--- config.mk ---
export PLATFORM = sky130hd
export DESIGN_NAME = cbc_balance
export DESIGN_NICKNAME = d
export VERILOG_FILES = /design/src/design/cbc_pkg.sv /design/src/design/cbc_balance.sv
export VERILOG_INCLUDE_DIRS = /design/src /design/src/design
export SDC_FILE = /design/constraint.sdc
export NUM_CORES = 1
export LEC_CHECK = 0
export ABC_AREA = 1
export BUFFER_PORTS_ARGS = -buffer_cell sky130_fd_sc_hd__buf_2
export CAP_MARGIN = 20
export CORE_MARGIN = 3
export CORE_UTILIZATION = 30
export CTS_BUF_LIST = sky130_fd_sc_hd__clkbuf_8
export CTS_CLUSTER_SIZE = 30
export DETAILED_ROUTE_END_ITERATION = 6
export GPL_TIMING_DRIVEN = 0
export HOLD_SLACK_MARGIN = 0.06
export PLACE_DENSITY = 0.49
export REMOVE_ABC_BUFFERS = 1
export SLEW_MARGIN = 20
export SYNTH_ARGS = -nofsm -noshare
export SYNTH_HDL_FRONTEND = slang
export SYNTH_SLANG_ARGS = --single-unit
--- constraint.sdc ---
create_clock -name clk -period 22.7 [get_ports clk]
set_input_delay 4.54 -clock clk [delete_from_list [all_inputs] [get_ports clk]]
set_output_delay 4.54 -clock clk [all_outputs]
set_load 0.02 [all_outputs]
--- src/design/cbc_map.svh ---
// Constants of the cell balance controller.
// Behaviour
// - Balance decision re-latched once per 7.5 minute dwell period only.
// - At latch, bleed highest cell if above start threshold, without hysteresis.
// - Never bleed more than one cell at a time.
// - After time-out expiry, clear and stop computing balance decisions.
// - Suppress bleeding: below threshold, expired, no charger under the charger policy, or measuring.
// - 250 ms cycle: 50 ms measuring with bleed off, 200 ms bleeding.
// - Stored cell voltages stay frozen while any bleed output is on.
// - Over- and undervoltage delays are never shorter than 500 ms.
// - Suspend bleeding while OV or UV delay runs; at most 2.25/32 s.
// - Resume balancing once fault timing completes, latched or cleared.
// - Two-bit time-out field selects 1, 2, 4 or 8 hours.
// - Time-out count starts when first cell exceeds start threshold.
// - Bleeding stops at once when the charger is lost under the charger policy.
// - Four-bit threshold: 3.9 V down to 2.4 V, 0.1 V steps, default 3.9 V.
// - Policies: balance always, only with charger, or never.
// - Balance enable field of zero disables balancing entirely.
// - Own start-threshold comparison, separate from overvoltage trip.
// - Balancing runs alongside charging without holding the charge path.
`ifndef CBC_MAP_SVH
`define CBC_MAP_SVH
`define CBC_CLK_HZ 40000000
`define CBC_CYCLE_MS 250
`define CBC_MEAS_MS 50
`define CBC_CYCLE_CLKS (`CBC_CLK_HZ / 1000 * `CBC_CYCLE_MS)
`define CBC_MEAS_CLKS (`CBC_CLK_HZ / 1000 * `CBC_MEAS_MS)
`define CBC_DWELL_MIN_X10 75
`define CBC_DWELL_TICKS (`CBC_DWELL_MIN_X10 * 6000 / `CBC_CYCLE_MS)
`define CBC_TO_BASE_H 1
`define CBC_TO_BASE_TICKS (`CBC_TO_BASE_H * 3600000 / `CBC_CYCLE_MS)
`define CBC_DLY_MIN_MS 500
`define CBC_OV_MAX_MS 2250
`define CBC_UV_MAX_MS 32000
`define CBC_DLY_MIN_TICKS (`CBC_DLY_MIN_MS / `CBC_CYCLE_MS)
`define CBC_OV_MAX_TICKS (`CBC_OV_MAX_MS / `CBC_CYCLE_MS)
`define CBC_UV_MAX_TICKS (`CBC_UV_MAX_MS / `CBC_CYCLE_MS)
`define CBC_THR_TOP_MV 3900
`define CBC_THR_STEP_MV 100
`define CBC_A_BAL_CFG 4'h0
`define CBC_A_PACK_CFG 4'h1
`define CBC_A_OV_DLY 4'h2
`define CBC_A_UV_DLY 4'h3
`define CBC_A_STATUS 4'h4
`define CBC_A_BLEED_IDX 4'h5
`define CBC_RST_BAL_CFG 8'h40
`define CBC_RST_TO_EN 1'b1
`define CBC_RST_DLY 8'h02
`define CBC_EN_LSB 6
`define CBC_TSEL_LSB 4
`define CBC_THR_LSB 0
`define CBC_TOEN_BIT 4
`endif

--- src/design/cbc_pkg.sv ---
// Types of the cell balance controller.
package cbc_pkg;
   typedef enum logic [1:0] {
      CBC_POL_OFF,
      CBC_POL_ALWAYS,
      CBC_POL_CHARGER
   } cbc_pol_e;
   typedef logic [7:0] cbc_byte_t;
endpackage

--- src/design/cbc_balance.sv ---
// Cell balance controller with its register port.
//
// The address-and-strobe port and the register offsets were left to the implementer.
`timescale 1ns/1ps
`default_nettype none
`include "cbc_map.svh"
module cbc_balance
   import cbc_pkg::*;
#(
   parameter int MAX_CELLS = 10,
   parameter int VW = 13,
   parameter int CYCLE_CLKS = `CBC_CYCLE_CLKS,
   parameter int MEAS_CLKS = `CBC_MEAS_CLKS,
   parameter int TO_BASE_TICKS = `CBC_TO_BASE_TICKS
) (
   input wire logic clk,
   input wire logic srst,
   input wire logic [3:0] reg_addr,
   input wire logic [7:0] reg_wdata,
   input wire logic reg_wr,
   input wire logic reg_rd,
   output logic [7:0] reg_rdata,
   input wire logic [MAX_CELLS-1:0][VW-1:0] cell_sense_pin,
   input wire logic charger_present,
   input wire logic ov_present,
   input wire logic uv_present,
   output logic [MAX_CELLS-1:0] bleed
);
   localparam int IW = $clog2(MAX_CELLS);
   localparam int TW = $clog2(TO_BASE_TICKS * 8 + 1);
   localparam int CW = $clog2(CYCLE_CLKS);
   localparam int DW = $clog2(`CBC_DWELL_TICKS);

   // ----------------------------------------
   // Register port
   // ----------------------------------------
   logic [1:0] en_q;
   logic [1:0] tsel_q;
   logic [3:0] thr_q;
   logic [3:0] ncell_q;
   logic to_en_q;
   logic [3:0] ov_dly_q;
   logic [7:0] uv_dly_q;
   logic [MAX_CELLS-1:0] bleed_q;
   logic [MAX_CELLS-1:0] sel_q;
   logic [IW-1:0] idx_q;
   logic meas_q;
   logic susp;
   logic started_q;
   logic expired_q;
   logic ov_done_q;
   logic uv_done_q;
   cbc_byte_t rdata_q;

   always_ff @(posedge clk) begin
      if (srst) begin
         en_q <= 2'(`CBC_RST_BAL_CFG >> `CBC_EN_LSB);
         tsel_q <= 2'(`CBC_RST_BAL_CFG >> `CBC_TSEL_LSB);
         thr_q <= 4'(`CBC_RST_BAL_CFG >> `CBC_THR_LSB);
         ncell_q <= 4'(MAX_CELLS);
         to_en_q <= `CBC_RST_TO_EN;
         ov_dly_q <= 4'(`CBC_RST_DLY);
         uv_dly_q <= `CBC_RST_DLY;
      end else if (reg_wr) begin
         unique case (reg_addr)
            `CBC_A_BAL_CFG: begin
               en_q <= reg_wdata[`CBC_EN_LSB +: 2];
               tsel_q <= reg_wdata[`CBC_TSEL_LSB +: 2];
               thr_q <= reg_wdata[`CBC_THR_LSB +: 4];
            end
            `CBC_A_PACK_CFG: begin
               ncell_q <= (reg_wdata[3:0] > 4'(MAX_CELLS)) ? 4'(MAX_CELLS) : reg_wdata[3:0];
               to_en_q <= reg_wdata[`CBC_TOEN_BIT];
            end
            `CBC_A_OV_DLY: ov_dly_q <= reg_wdata[3:0];
            `CBC_A_UV_DLY: uv_dly_q <= reg_wdata;
            default: ;
         endcase
      end
   end

   always_ff @(posedge clk) begin
      if (srst) begin
         rdata_q <= 8'h00;
      end else if (reg_rd) begin
         unique case (reg_addr)
            `CBC_A_BAL_CFG: rdata_q <= {en_q, tsel_q, thr_q};
            `CBC_A_PACK_CFG: rdata_q <= {3'h0, to_en_q, ncell_q};
            `CBC_A_OV_DLY: rdata_q <= {4'h0, ov_dly_q};
            `CBC_A_UV_DLY: rdata_q <= uv_dly_q;
            `CBC_A_STATUS: rdata_q <= {1'b0, uv_done_q, ov_done_q, expired_q,
                                      started_q, susp, meas_q, |bleed_q};
            `CBC_A_BLEED_IDX: rdata_q <= 8'(idx_q);
            default: rdata_q <= 8'h00;
         endcase
      end else begin
         rdata_q <= 8'h00;
      end
   end
   assign reg_rdata = rdata_q;

   // ----------------------------------------
   // Measurement cycle
   // ----------------------------------------
   logic [CW-1:0] cyc_q;
   logic [CW-1:0] cyc_d;
   logic tick_p;
   logic meas_d;
   logic meas_end;

   assign tick_p = (cyc_q == CW'(CYCLE_CLKS - 1));
   assign cyc_d = tick_p ? '0 : cyc_q + 1'b1;
   assign meas_d = (cyc_d < CW'(MEAS_CLKS));
   assign meas_end = (cyc_q == CW'(MEAS_CLKS - 1));

   always_ff @(posedge clk) begin
      if (srst) begin
         cyc_q <= '0;
         meas_q <= 1'b1;
      end else begin
         cyc_q <= cyc_d;
         meas_q <= meas_d;
      end
   end

   // The results are taken at the close of the window, never while bleeding.
   logic [MAX_CELLS-1:0][VW-1:0] cell_q;
   always_ff @(posedge clk) begin
      if (srst) begin
         cell_q <= '0;
      end else if (meas_end && !(|bleed_q)) begin
         cell_q <= cell_sense_pin;
      end
   end

   // ----------------------------------------
   // Highest cell and start threshold
   // ----------------------------------------
   logic [VW-1:0] max_v;
   logic [IW-1:0] max_i;
   logic [VW-1:0] thr_mv;
   logic above;

   always_comb begin
      max_v = '0;
      max_i = '0;
      for (int i = 0; i < MAX_CELLS; i++) begin
         if (i < int'(ncell_q) && cell_q[i] > max_v) begin
            max_v = cell_q[i];
            max_i = IW'(i);
         end
      end
   end

   assign thr_mv = VW'(`CBC_THR_TOP_MV - `CBC_THR_STEP_MV * int'(thr_q));
   assign above = (max_v > thr_mv);

   // ----------------------------------------
   // Dwell period and decision latch
   // ----------------------------------------
   logic [DW-1:0] dwell_q;
   logic latch_p;
   logic to_hit;

   assign latch_p = tick_p && (dwell_q == DW'(`CBC_DWELL_TICKS - 1));

   always_ff @(posedge clk) begin
      if (srst) begin
         dwell_q <= '0;
      end else if (latch_p) begin
         dwell_q <= '0;
      end else if (tick_p) begin
         dwell_q <= dwell_q + 1'b1;
      end
   end

   always_ff @(posedge clk) begin
      if (srst) begin
         sel_q <= '0;
         idx_q <= '0;
      end else if (to_en_q && (expired_q || to_hit)) begin
         sel_q <= '0;
      end else if (latch_p) begin
         sel_q <= above ? (MAX_CELLS'(1) << max_i) : '0;
         idx_q <= max_i;
      end
   end

   // ----------------------------------------
   // Balance time-out
   // ----------------------------------------
   logic [TW-1:0] to_cnt_q;
   logic [TW-1:0] to_lim;

   assign to_lim = TW'(TO_BASE_TICKS) << tsel_q;
   assign to_hit = started_q && !expired_q && tick_p && (to_cnt_q == to_lim - 1'b1);

   always_ff @(posedge clk) begin
      if (srst) begin
         started_q <= 1'b0;
      end else if (latch_p && above && to_en_q) begin
         started_q <= 1'b1;
      end
   end

   always_ff @(posedge clk) begin
      if (srst) begin
         to_cnt_q <= '0;
         expired_q <= 1'b0;
      end else if (to_en_q && to_hit) begin
         expired_q <= 1'b1;
      end else if (to_en_q && started_q && !expired_q && tick_p) begin
         to_cnt_q <= to_cnt_q + 1'b1;
      end
   end

   // ----------------------------------------
   // Fault delay timing
   // ----------------------------------------
   logic [3:0] ov_lim;
   logic [7:0] uv_lim;
   logic [3:0] ov_cnt_q;
   logic [7:0] uv_cnt_q;

   always_comb begin
      ov_lim = ov_dly_q;
      if (ov_dly_q < 4'(`CBC_DLY_MIN_TICKS)) ov_lim = 4'(`CBC_DLY_MIN_TICKS);
      if (ov_dly_q > 4'(`CBC_OV_MAX_TICKS)) ov_lim = 4'(`CBC_OV_MAX_TICKS);
      uv_lim = uv_dly_q;
      if (uv_dly_q < 8'(`CBC_DLY_MIN_TICKS)) uv_lim = 8'(`CBC_DLY_MIN_TICKS);
      if (uv_dly_q > 8'(`CBC_UV_MAX_TICKS)) uv_lim = 8'(`CBC_UV_MAX_TICKS);
   end

   // Once a delay has run out the block balances again, whatever became of the fault.
   always_ff @(posedge clk) begin
      if (srst || !ov_present) begin
         ov_cnt_q <= '0;
         ov_done_q <= 1'b0;
      end else if (!ov_done_q && tick_p) begin
         ov_cnt_q <= ov_cnt_q + 1'b1;
         ov_done_q <= (ov_cnt_q == ov_lim - 1'b1);
      end
   end

   always_ff @(posedge clk) begin
      if (srst || !uv_present) begin
         uv_cnt_q <= '0;
         uv_done_q <= 1'b0;
      end else if (!uv_done_q && tick_p) begin
         uv_cnt_q <= uv_cnt_q + 1'b1;
         uv_done_q <= (uv_cnt_q == uv_lim - 1'b1);
      end
   end

   assign susp = (ov_present && !ov_done_q) || (uv_present && !uv_done_q);

   // ----------------------------------------
   // Bleed outputs
   // ----------------------------------------
   cbc_pol_e pol;
   logic allow;

   always_comb begin
      unique case (en_q)
         2'b00: pol = CBC_POL_OFF;
         2'b01: pol = CBC_POL_ALWAYS;
         default: pol = CBC_POL_CHARGER;
      endcase
   end

   // Charging is never held back here; the charge path is outside this block.
   assign allow = (pol == CBC_POL_ALWAYS
                   || (pol == CBC_POL_CHARGER && charger_present))
                  && !meas_d && !susp && !(to_en_q && expired_q);

   always_ff @(posedge clk) begin
      if (srst) begin
         bleed_q <= '0;
      end else begin
         bleed_q <= allow ? sel_q : '0;
      end
   end
   assign bleed = bleed_q;

   // ----------------------------------------
   // Checks
   // ----------------------------------------
   a_one_bleed:
   assert property (@(posedge clk) disable iff (srst) $onehot0(bleed_q))
      else $error("More than one cell bleeding.");

   a_meas_quiet:
   assert property (@(posedge clk) disable iff (srst) meas_q |-> bleed_q == '0)
      else $error("Bleeding during measurement.");

   a_frozen_cells:
   assert property (@(posedge clk) disable iff (srst) (|bleed_q) |=> $stable(cell_q))
      else $error("Cell results changed while bleeding.");

   a_charger_loss:
   assert property (@(posedge clk) disable iff (srst)
      (pol == CBC_POL_CHARGER && !charger_present) |=> bleed_q == '0)
      else $error("Bleeding without charger.");

   a_disabled_off:
   assert property (@(posedge clk) disable iff (srst) (en_q == 2'b00) |=> bleed_q == '0)
      else $error("Bleeding while disabled.");

   a_expired_clear:
   assert property (@(posedge clk) disable iff (srst)
      (to_en_q && expired_q) |=> sel_q == '0 && bleed_q == '0)
      else $error("Decision kept after time-out.");

   a_fault_suspend:
   assert property (@(posedge clk) disable iff (srst)
      (ov_present && !ov_done_q) || (uv_present && !uv_done_q) |=> bleed_q == '0)
      else $error("Bleeding during fault timing.");

   a_dwell_latch:
   assert property (@(posedge clk) disable iff (srst)
      (sel_q != $past(sel_q)) |-> $past(latch_p) || $past(to_en_q && (expired_q || to_hit)))
      else $error("Decision changed between dwell points.");

   a_below_thr:
   assert property (@(posedge clk) disable iff (srst)
      (latch_p && !above && !expired_q) |=> sel_q == '0)
      else $error("Cell selected below threshold.");

   a_cell_range:
   assert property (@(posedge clk) disable iff (srst) (sel_q >> ncell_q) == '0)
      else $error("Cell beyond pack selected.");

   a_min_delay:
   assert property (@(posedge clk) disable iff (srst)
      ov_lim >= 4'h2 && uv_lim >= 8'h02 && ov_lim <= 4'h9 && uv_lim <= 8'h80)
      else $error("Fault delay outside its bounds.");

   a_timer_start:
   assert property (@(posedge clk) disable iff (srst)
      $rose(started_q) |-> $past(latch_p && above))
      else $error("Time-out started without a cell above threshold.");

   a_bleed_follows:
   assert property (@(posedge clk) disable iff (srst) (bleed_q & ~$past(sel_q)) == '0)
      else $error("Bleed output outside the latched decision.");
endmodule
`default_nettype wire

After elaboration in Yosys (flattened, before gate mapping)
Index checks and enable logic that the tools add are counted.

Add/sub/neg operators: 9. Multipliers: 1. Div/mod/pow operators: 0. Order comparisons: 27. Eq/ne operators: 14. Shifts and indexed selects: 2. Muxes and demuxes: 28. Bitwise logic cells: 4. Reductions and logical operators: 58.

Operator list (count): $gt A13 B13 Y1 (10); $mux W13 (10); $pmux W8 S6 (1); $mux W4 (11); $logic_and A1 B1 Y1 (31); $add A24 B1 Y24 const B (1); $eq A24 B21 Y1 const B (1); $eq A24 B24 Y1 const B (1); $lt A24 B21 Y1 const B (1); $mux W24 (1); $add A17 B1 Y17 const B (1); $eq A17 B17 Y1 (1); $shl A14 B2 Y17 const A (1); $sub A17 B1 Y17 const B (1); $lt A3 B4 Y1 const A (4); $mux W8 (2); $gt A13 B1 Y1 const B (1); $sub A12 B11 Y13 const A (1); $reduce_and A2 Y1 (6); $add A11 B1 Y11 const B (1); $eq A11 B11 Y1 const B (1); $mux W10 (1); $reduce_or A10 Y1 (1); $shl A1 B4 Y10 const A (1); other kinds (27) (52).

Register bits: 256. Bits in latches: 0. Memory bits (writable): 0. Memory bits (read-only): 0. Bits of input ports: 149. Output and inout bits: 18. Memories kept: 0.

Longest topological paths before layout
Gate-level depths: netlist (run 1).

Word-level depth: 33. Gate-level depth with buffers: 145. Depth with buffers taken out: 133.

Worst setup path after synthesis (run 1)
No wires, ideal clock.

Path kind: register to register. Start: reg ncell_q[3]. End: reg started_q. Library setup time: 128 ps. Data arrival time: 16774 ps. Required time: 22572 ps. Slack: 5799 ps. Stages on the path, launching flop included: 138. Path buffers: 16. Cell sequence: dfxtp_1 -> inv_2 -> nand2_1 -> inv_2 -> nand2_1 -> nand2_1 -> clkinv_1 -> nand2_1 -> ha_1 -> nand2_1 -> inv_1 -> nand2_1 -> nand2_1 -> a21oi_1 -> nand2_2 -> nand2_2 -> buf_6 -> clkbuf_1 -> (+102 left out) -> clkbuf_1 -> nand2_1 -> o21ai_1 -> ha_1 -> nand2_1 -> nor2_1 -> a211oi_1 -> o21ai_0 -> a21oi_1 -> nor2_1 -> o21bai_1 -> nand2_1 -> a21o_1 -> nand2_1 -> nand2_2 -> buf_6 -> nand3_1 -> a21oi_2.

Word-level cells in the longest chain between the ends: 33. Elaborated cells between the ends (all ways): 42. Classes of those cells: order compare (20); mux (10); reduce/logical (12).

RTL lines: start, declared (line cbc_balance.sv:40) `logic [3:0] ncell_q;`; start signal, assigned (line cbc_balance.sv:60) `ncell_q <= 4'(MAX_CELLS);`; start signal, assigned (line cbc_balance.sv:72) `ncell_q <= (reg_wdata[3:0] > 4'(MAX_CELLS)) ? 4'(MAX_CELLS) : reg_wdata[3:0];`; $lt A1 B4 Y1 (line cbc_balance.sv:148) `if (i < int'(ncell_q) && cell_q[i] > max_v) begin`; $logic_and A1 B1 Y1 (line cbc_balance.sv:148); $mux W13 (line cbc_balance.sv:148); $gt A13 B13 Y1 (line cbc_balance.sv:148); $logic_and A1 B1 Y1 (line cbc_balance.sv:148); $mux W13 (line cbc_balance.sv:148); $gt A13 B13 Y1 (line cbc_balance.sv:148); $logic_and A1 B1 Y1 (line cbc_balance.sv:148); (+16 left out); $gt A13 B13 Y1 (line cbc_balance.sv:148); $logic_and A1 B1 Y1 (line cbc_balance.sv:148); $mux W13 (line cbc_balance.sv:148); $gt A13 B13 Y1 (line cbc_balance.sv:148); $logic_and A1 B1 Y1 (line cbc_balance.sv:148); $mux W13 (*) (line cbc_balance.sv:148); $gt A13 B13 Y1 (*) (line cbc_balance.sv:156) `assign above = (max_v > thr_mv);`; $logic_and A1 B1 Y1 (*) (2 in series) (line cbc_balance.sv:201) `end else if (latch_p && above && to_en_q) begin`; end signal, assigned (line cbc_balance.sv:200) `started_q <= 1'b0;`; end signal, assigned (line cbc_balance.sv:202) `started_q <= 1'b1;`; end, declared (line cbc_balance.sv:49) `logic started_q;`.

Mark *: on every way between the ends. The rest lies on a longest branch, timed or not. A chain may end at the register's enable or synchronous reset.

Worst setup path after layout (run 1)
Start: reg ncell_q[1]. End: reg sel_q[0].

Word-level cells in the longest chain between the ends: 32. Elaborated cells between the ends (all ways): 51. Classes of those cells: order compare (20); shift (1); mux (20); reduce/logical (10).

RTL lines: $lt A1 B4 Y1 (line cbc_balance.sv:148); $logic_and A1 B1 Y1 (line cbc_balance.sv:148); $mux W13 (line cbc_balance.sv:148); $gt A13 B13 Y1 (line cbc_balance.sv:148); $logic_and A1 B1 Y1 (line cbc_balance.sv:148); $mux W13 (line cbc_balance.sv:148); $gt A13 B13 Y1 (line cbc_balance.sv:148); $logic_and A1 B1 Y1 (line cbc_balance.sv:148); (+16 left out); $gt A13 B13 Y1 (line cbc_balance.sv:148); $logic_and A1 B1 Y1 (line cbc_balance.sv:148); $mux W13 (line cbc_balance.sv:148); $gt A13 B13 Y1 (line cbc_balance.sv:148); $logic_and A1 B1 Y1 (line cbc_balance.sv:148); $mux W13 or $mux W4 (tied branches) (line cbc_balance.sv:148); $gt A13 B13 Y1 or $shl A1 B4 Y10 (tied branches) (line cbc_balance.sv:156, cbc_balance.sv:184); $mux W10 (*) (line cbc_balance.sv:184) `sel_q <= above ? (MAX_CELLS'(1) << max_i) : '0;`; end signal, assigned (line cbc_balance.sv:184); end, declared (line cbc_balance.sv:45) `logic [MAX_CELLS-1:0] sel_q;`.

Marks and branches as above.

==> run summary, run 1 <==
Seq/Total Area, Yosys: 32.6%
Drt drc: 0
Routed wire length: 43,100 um
Io pins: 167
Crit. path cell count: 118
Unrepaired setup endpoints after global routing: no
Initial antenna violation count: 0
Data arrival, critical path: 20.38 ns
Die Span Y: 235 um
Largest net degree at the start of global routing: 82
Overflow after GRT: 0
Mean area per synthesized cell: 7.02 sq um
Rel. slew slack: 31.5%
Die ar.: 55,100 sq um
Cell type of the slowest stage on the worst timing path: nand2_1
CP dominant cell by count: nand2_1
R2r worst-path depth: 118
Initial Utilization: 30.5%
Gate Count Post-Synth: 2,238
Post-Syn Area: 15,700 sq um
Max clock buf depth: 3
Hold Vio Cnt, Final: 0
HPWL Detailed: 33,700 um
Antenna diodes: 0
Core area: 51,500 sq um
Buf/Inv on CP: 8
EDFF count, synth: 0
Tcrit/Tclk final: 87.7%
Vias in the first global route: 14,300
GPL Wtd Cong: 0.842
Nets: 2,692
CP Max Fanout: 29
Layout filler cell count: 5,668
Most common cell after layout, fill and taps aside: nand2_1
Setup Skew: 0.0152 ns
CTS tree: done
Die width: 235 um
Avg WL per Cell: 13.8 um
Ys async rst share: 0%
Hold Crit Depth: 2
Via count: 14,800
Crit path kind: flip-flop to flip-flop
CP required: 23.18 ns
Outcome: finished, final reports clean
Final worst slack: 2.80 ns
Gates resized, CTS repair: 0
Buffers on Ports: 166
Num CTS Buffers: 48
Max incr delay on CP: 0.76 ns
Crit. End Element: flip-flop
Yosys warning count: 0
Cell Rows: 83
# H-tree levels: 2
Clock sink count: 256
Synth-to-Final Area Change: 15.9%
VDD IR-drop max: 0.0000278 V
Skew-Pair Late Insertion Delay: 0.61 ns
Ys flop type: dfxtp_1
Global-route wire length before repair: 70,700 um
Total power: 0.935 mW
Max Clk Rate: 50.2 MHz
Max-cap violations: 0
Post-DP Area: 17,300 sq um
Setup bufs post-CTS: 0
Hold Path Class: flip-flop to flip-flop
Distinct cell type count after synthesis: 57
Number of antenna-violating nets in the routed design: 0
Synthesized flop and latch total: 256
Hold-fix buffers, CTS: 0
Max-slew violations: 0
GR Util All Layers: 15.3%
Post-route design area: 18,200 sq um
Fin crit period: 19.90 ns
Setup Viol. Count Final: 0
Worst slew pin tran: 1.03 ns
CP startpoint kind: flip-flop
DR iter-0 viols: 762
Lkg Pwr: 8.61 nW
First-pass DRT Iterations: 5
Place WS: 2.77 ns
Cell family with most CP delay: simple AND/OR/NAND/NOR gates
Worst-path clk slew: 0.06 ns
Most frequent cells in the layout: nand2_1, inv_1, nor2_1
Share of cells above drive strength 1: 14.6%
Root Buffer: clkbuf_8
Power Dens Cells: 51.4 nW/um^2
DR vias/cell: 4.75
## Yosys cell counts (6+ instances only)
cell / n / share of area, %
nand2_1: 356 / 8.5
inv_1: 331 / 7.9
nor2_1: 300 / 7.2
dfxtp_1: 256 / 33
a211oi_1: 147 / 7.0
o21ai_0: 136 / 4.3
ha_1: 133 / 11
a21oi_1: 107 / 3.4
nand3_1: 96 / 3.1
clkbuf_1: 60 / 1.4
nor3_1: 42 / 1.3
nand4_1: 33 / 1.3
nand2_2: 31 / 1.2
o21ai_1: 22 / 0.70
xor2_1: 16 / 0.89
nand3_2: 15 / 0.96
inv_2: 14 / 0.33
nor4_1: 14 / 0.56
o22ai_1: 10 / 0.40
a21o_1: 9 / 0.43
buf_2: 9 / 0.29
o211ai_1: 8 / 0.38
o21a_1: 8 / 0.38
nand2_4: 7 / 0.50
nor2_2: 7 / 0.28
xnor2_1: 7 / 0.39
nor4b_1: 6 / 0.33
## report_power, final
part           internal [mW]  switching (mW)  total [mW]
Combinational         0.0161          0.0260      0.0421
Sequential             0.451         0.00113       0.452
Clock                  0.242           0.198       0.440
## layout make-up
type / instances / area, sq um / area share, %
clock buffer: 62 / 853 / 4.69
inverter: 348 / 1310 / 7.18
timing repair buffer: 198 / 1040 / 5.69
clock inverter: 20 / 82.6 / 0.454
multi-input combinational: 1557 / 8940 / 49.1
sequential: 256 / 5120 / 28.2
tap: 680 / 851 / 4.68
## worst paths after layout
check,start,to,slack [ns]
worst min-delay path,sel_q[4]$_SDFFE_PP0P_,bleed[4]$_SDFF_PP0_,0.43
worst max register to register,ncell_q[1]$_SDFFE_PP1P_,sel_q[0]$_SDFFE_PP0P_,2.80
worst max-delay path,ncell_q[1]$_SDFFE_PP1P_,sel_q[0]$_SDFFE_PP0P_,2.80
worst min register to register,sel_q[4]$_SDFFE_PP0P_,bleed[4]$_SDFF_PP0_,0.43
## sequential cells by signal, indices dropped and copies added (netlist names), 4 cells and up
| register | flops |
|---|---|
| idx_q | 4 |
| ov_dly_q | 4 |
| to_cnt_q | 17 |
| sel_q | 10 |
| reg_rdata | 8 |
| ov_cnt_q | 4 |
| uv_dly_q | 8 |
| dwell_q | 11 |
| bleed | 10 |
| ncell_q | 4 |
| thr_q | 4 |
| cyc_q | 24 |
| cell_q | 130 |
| uv_cnt_q | 8 |
## stage by stage
step	util, %	instances	TNS (ns)	hold WS (ns)
2_1_floorplan	-	2161	0	0.408
3_3_place_gp	33.1	3007	-826.72	0.424
3_5_place_dp	33.5	3039	0	0.419
4_1_cts	35.3	3121	0	0.430
5_1_grt	35.3	3121	0	0.452
6_report	35.3	3121	0	0.430
## worst register-to-register path, delay by kind of cell, from the launching register on
family	cells	cell delay [ns]
AO/OA/AOI/OAI	31	4.80
adder cells (fa/ha/maj)	10	3.18
buffers and inverters	8	1.13
flip-flops	1	0.40
AND/OR/NAND/NOR	69	10.32
## cells by family (layout without fill, tap and decap cells)
logic type,Yosys count,after routing,synth area share [%]
compound gates,480,480,18.9
fa+ha+maj,134,134,10.7
simple gates,920,920,26.0
buf+inv,425,628,10.5
flops,256,256,32.6
xor+xnor,23,23,1.28
## layer usage
layer	part of all wire (%)	global-route usage (%)
met5	0	0
met4	2.2	4.54
met3	4.3	2.59
met2	45	25.4
met1	48	20.5
Note: power is estimated with default switching activity, not from simulation.
==> inputs of run 2 (changes only) <==
Settings changed: CTS_BUF_LIST sky130_fd_sc_hd__clkbuf_8 to sky130_fd_sc_hd__clkbuf_16, GPL_TIMING_DRIVEN 0 to not set.
==> run summary, run 2 (same netlist as run 1, synthesis figures left out) <==
DR iter-0 viols: 848
Max-slew violations: 0
Num CTS Buffers: 29
HPWL Detailed: 35,300 um
Top reg by flops: cell_q
Synth-to-Final Area Change: 14.7%
Fin crit period: 18.86 ns
Lkg Pwr: 8.38 nW
Tcrit/Tclk final: 83.1%
Max clock buf depth: 3
Die Span Y: 235 um
Cell type of the slowest stage on the worst timing path: nand2_1
Number of antenna-violating nets in the routed design: 0
Total power: 0.947 mW
DR vias/cell: 4.78
CP startpoint kind: flip-flop
Max-cap violations: 0
Nets: 2,647
Post-DP Area: 17,100 sq um
Crit. End Element: flip-flop
Final hold slack: 0.431 ns
Avg WL per Cell: 14.5 um
Initial Utilization: 30.5%
Final Util: 35.0%
# H-tree levels: 1
Worst-path clk slew: 0.06 ns
Crit path kind: flip-flop to flip-flop
Root Buffer: clkbuf_16
CP dominant cell by count: nand2_1
Max incr delay on CP: 0.68 ns
Die ar.: 55,100 sq um
Max FFs per register: 130
VDD IR-drop max: 0.0000507 V
Routed wire length: 44,500 um
Unrepaired setup endpoints after global routing: no
GPL Wtd Cong: 0.874
CP Max Fanout: 29
Most frequent cells in the layout: nand2_1, inv_1, nor2_1
Setup TNS: 0 ns
Setup Viol. Count Final: 0
Skew-Pair Late Insertion Delay: 0.57 ns
GR Util All Layers: 15.5%
Overflow after GRT: 0
Regs by FF count: cell_q: 130 flops, cyc_q: 24 flops, to_cnt_q: 17 flops
Post-route design area: 18,000 sq um
Gates resized, CTS repair: 0
CP required: 23.14 ns
Largest net degree at the start of global routing: 108
Worst slew pin tran: 1.06 ns
Register area: 5120 sq um
Vias in the first global route: 14,100
Data arrival, critical path: 19.30 ns
Most common cell after layout, fill and taps aside: nand2_1
Buffers on Ports: 166
Outcome: finished, final reports clean
Clock sink count: 256
Share of cells above drive strength 1: 12.8%
Global-route wire length before repair: 71,700 um
Rel. slew slack: 28.8%
Drt drc: 0
Hold-fix buffers, CTS: 0
Power Dens Cells: 52.6 nW/um^2
Via count: 14,600
Die width: 235 um
Core area: 51,500 sq um
First-pass DRT Iterations: 5
CTS tree: done
Cell Rows: 83
Layout filler cell count: 5,662
Hold Path Class: flip-flop to flip-flop
Max Clk Rate: 53.0 MHz
Setup Skew: 0.0199 ns
Multi-input logic area: 8940 sq um
Io pins: 167
Hold Vio Cnt, Final: 0
Initial antenna violation count: 1
Setup bufs post-CTS: 0
run 2: cell types whose count changed in the layout (fill, tap and decap cells not counted), moves of 4 or more:
cell       change
inv_1         -10
clkinv_2       +4
clkbuf_8      -62
buf_2         -26
clkinv_1       +4
clkbuf_16     +29
run 2: area by class of cell:
cell class	instances	share of cell area [%]
Multi-Input combinational cell	1557	49.6
Tap cell	680	4.72
Sequential cell	256	28.5
Clock inverter	22	1.01
Clock buffer	29	4.03
Timing Repair Buffer	172	4.88
Inverter	348	7.25
Antenna cell	1	0.0139
run 2: routing by layer:
metal  vias up  GRT usage [%]  wire length (um)
met5         -              0                 0
met3        56           2.17              2040
li1       7743              -                 -
met4         0           3.51               962
met2       303           26.1             20200
met1      6536           21.2             21300
run 2: final timing paths:
check / from / to / slack [ns] / depth (start not counted)
setup / recovery: ncell_q[1]$_SDFFE_PP1P_ / started_q$_SDFFE_PP0P_ / 3.84 / 117
setup reg to reg: ncell_q[1]$_SDFFE_PP1P_ / started_q$_SDFFE_PP0P_ / 3.84 / 117
hold reg to reg: sel_q[4]$_SDFFE_PP0P_ / bleed[4]$_SDFF_PP0_ / 0.43 / 2
hold / removal: sel_q[4]$_SDFFE_PP0P_ / bleed[4]$_SDFF_PP0_ / 0.43 / 2
run 2: critical path: cells and delay by family, from the launching register on:
| family | cells | cell delay (ns) |
|---|---|---|
| and+or+nand+nor | 69 | 9.48 |
| buffers and inverters | 7 | 1.01 |
| adders and majority gates | 10 | 3.03 |
| AOI/OAI and AO/OA | 31 | 4.81 |
| DFF | 1 | 0.36 |
run 2: metrics by stage:
step,worst slack (ns),std cells
finish,3.84,3065
CTS,3.82,3064
detailed placement,3.87,3013
floorplan,2.36,2161
global route,1.66,3065
global placement,4.53,3013
run 2: power breakdown:
group	switching, mW	internal, mW
Clock	0.190	0.264
Sequential	0.00108	0.451
Combinational	0.0252	0.0157
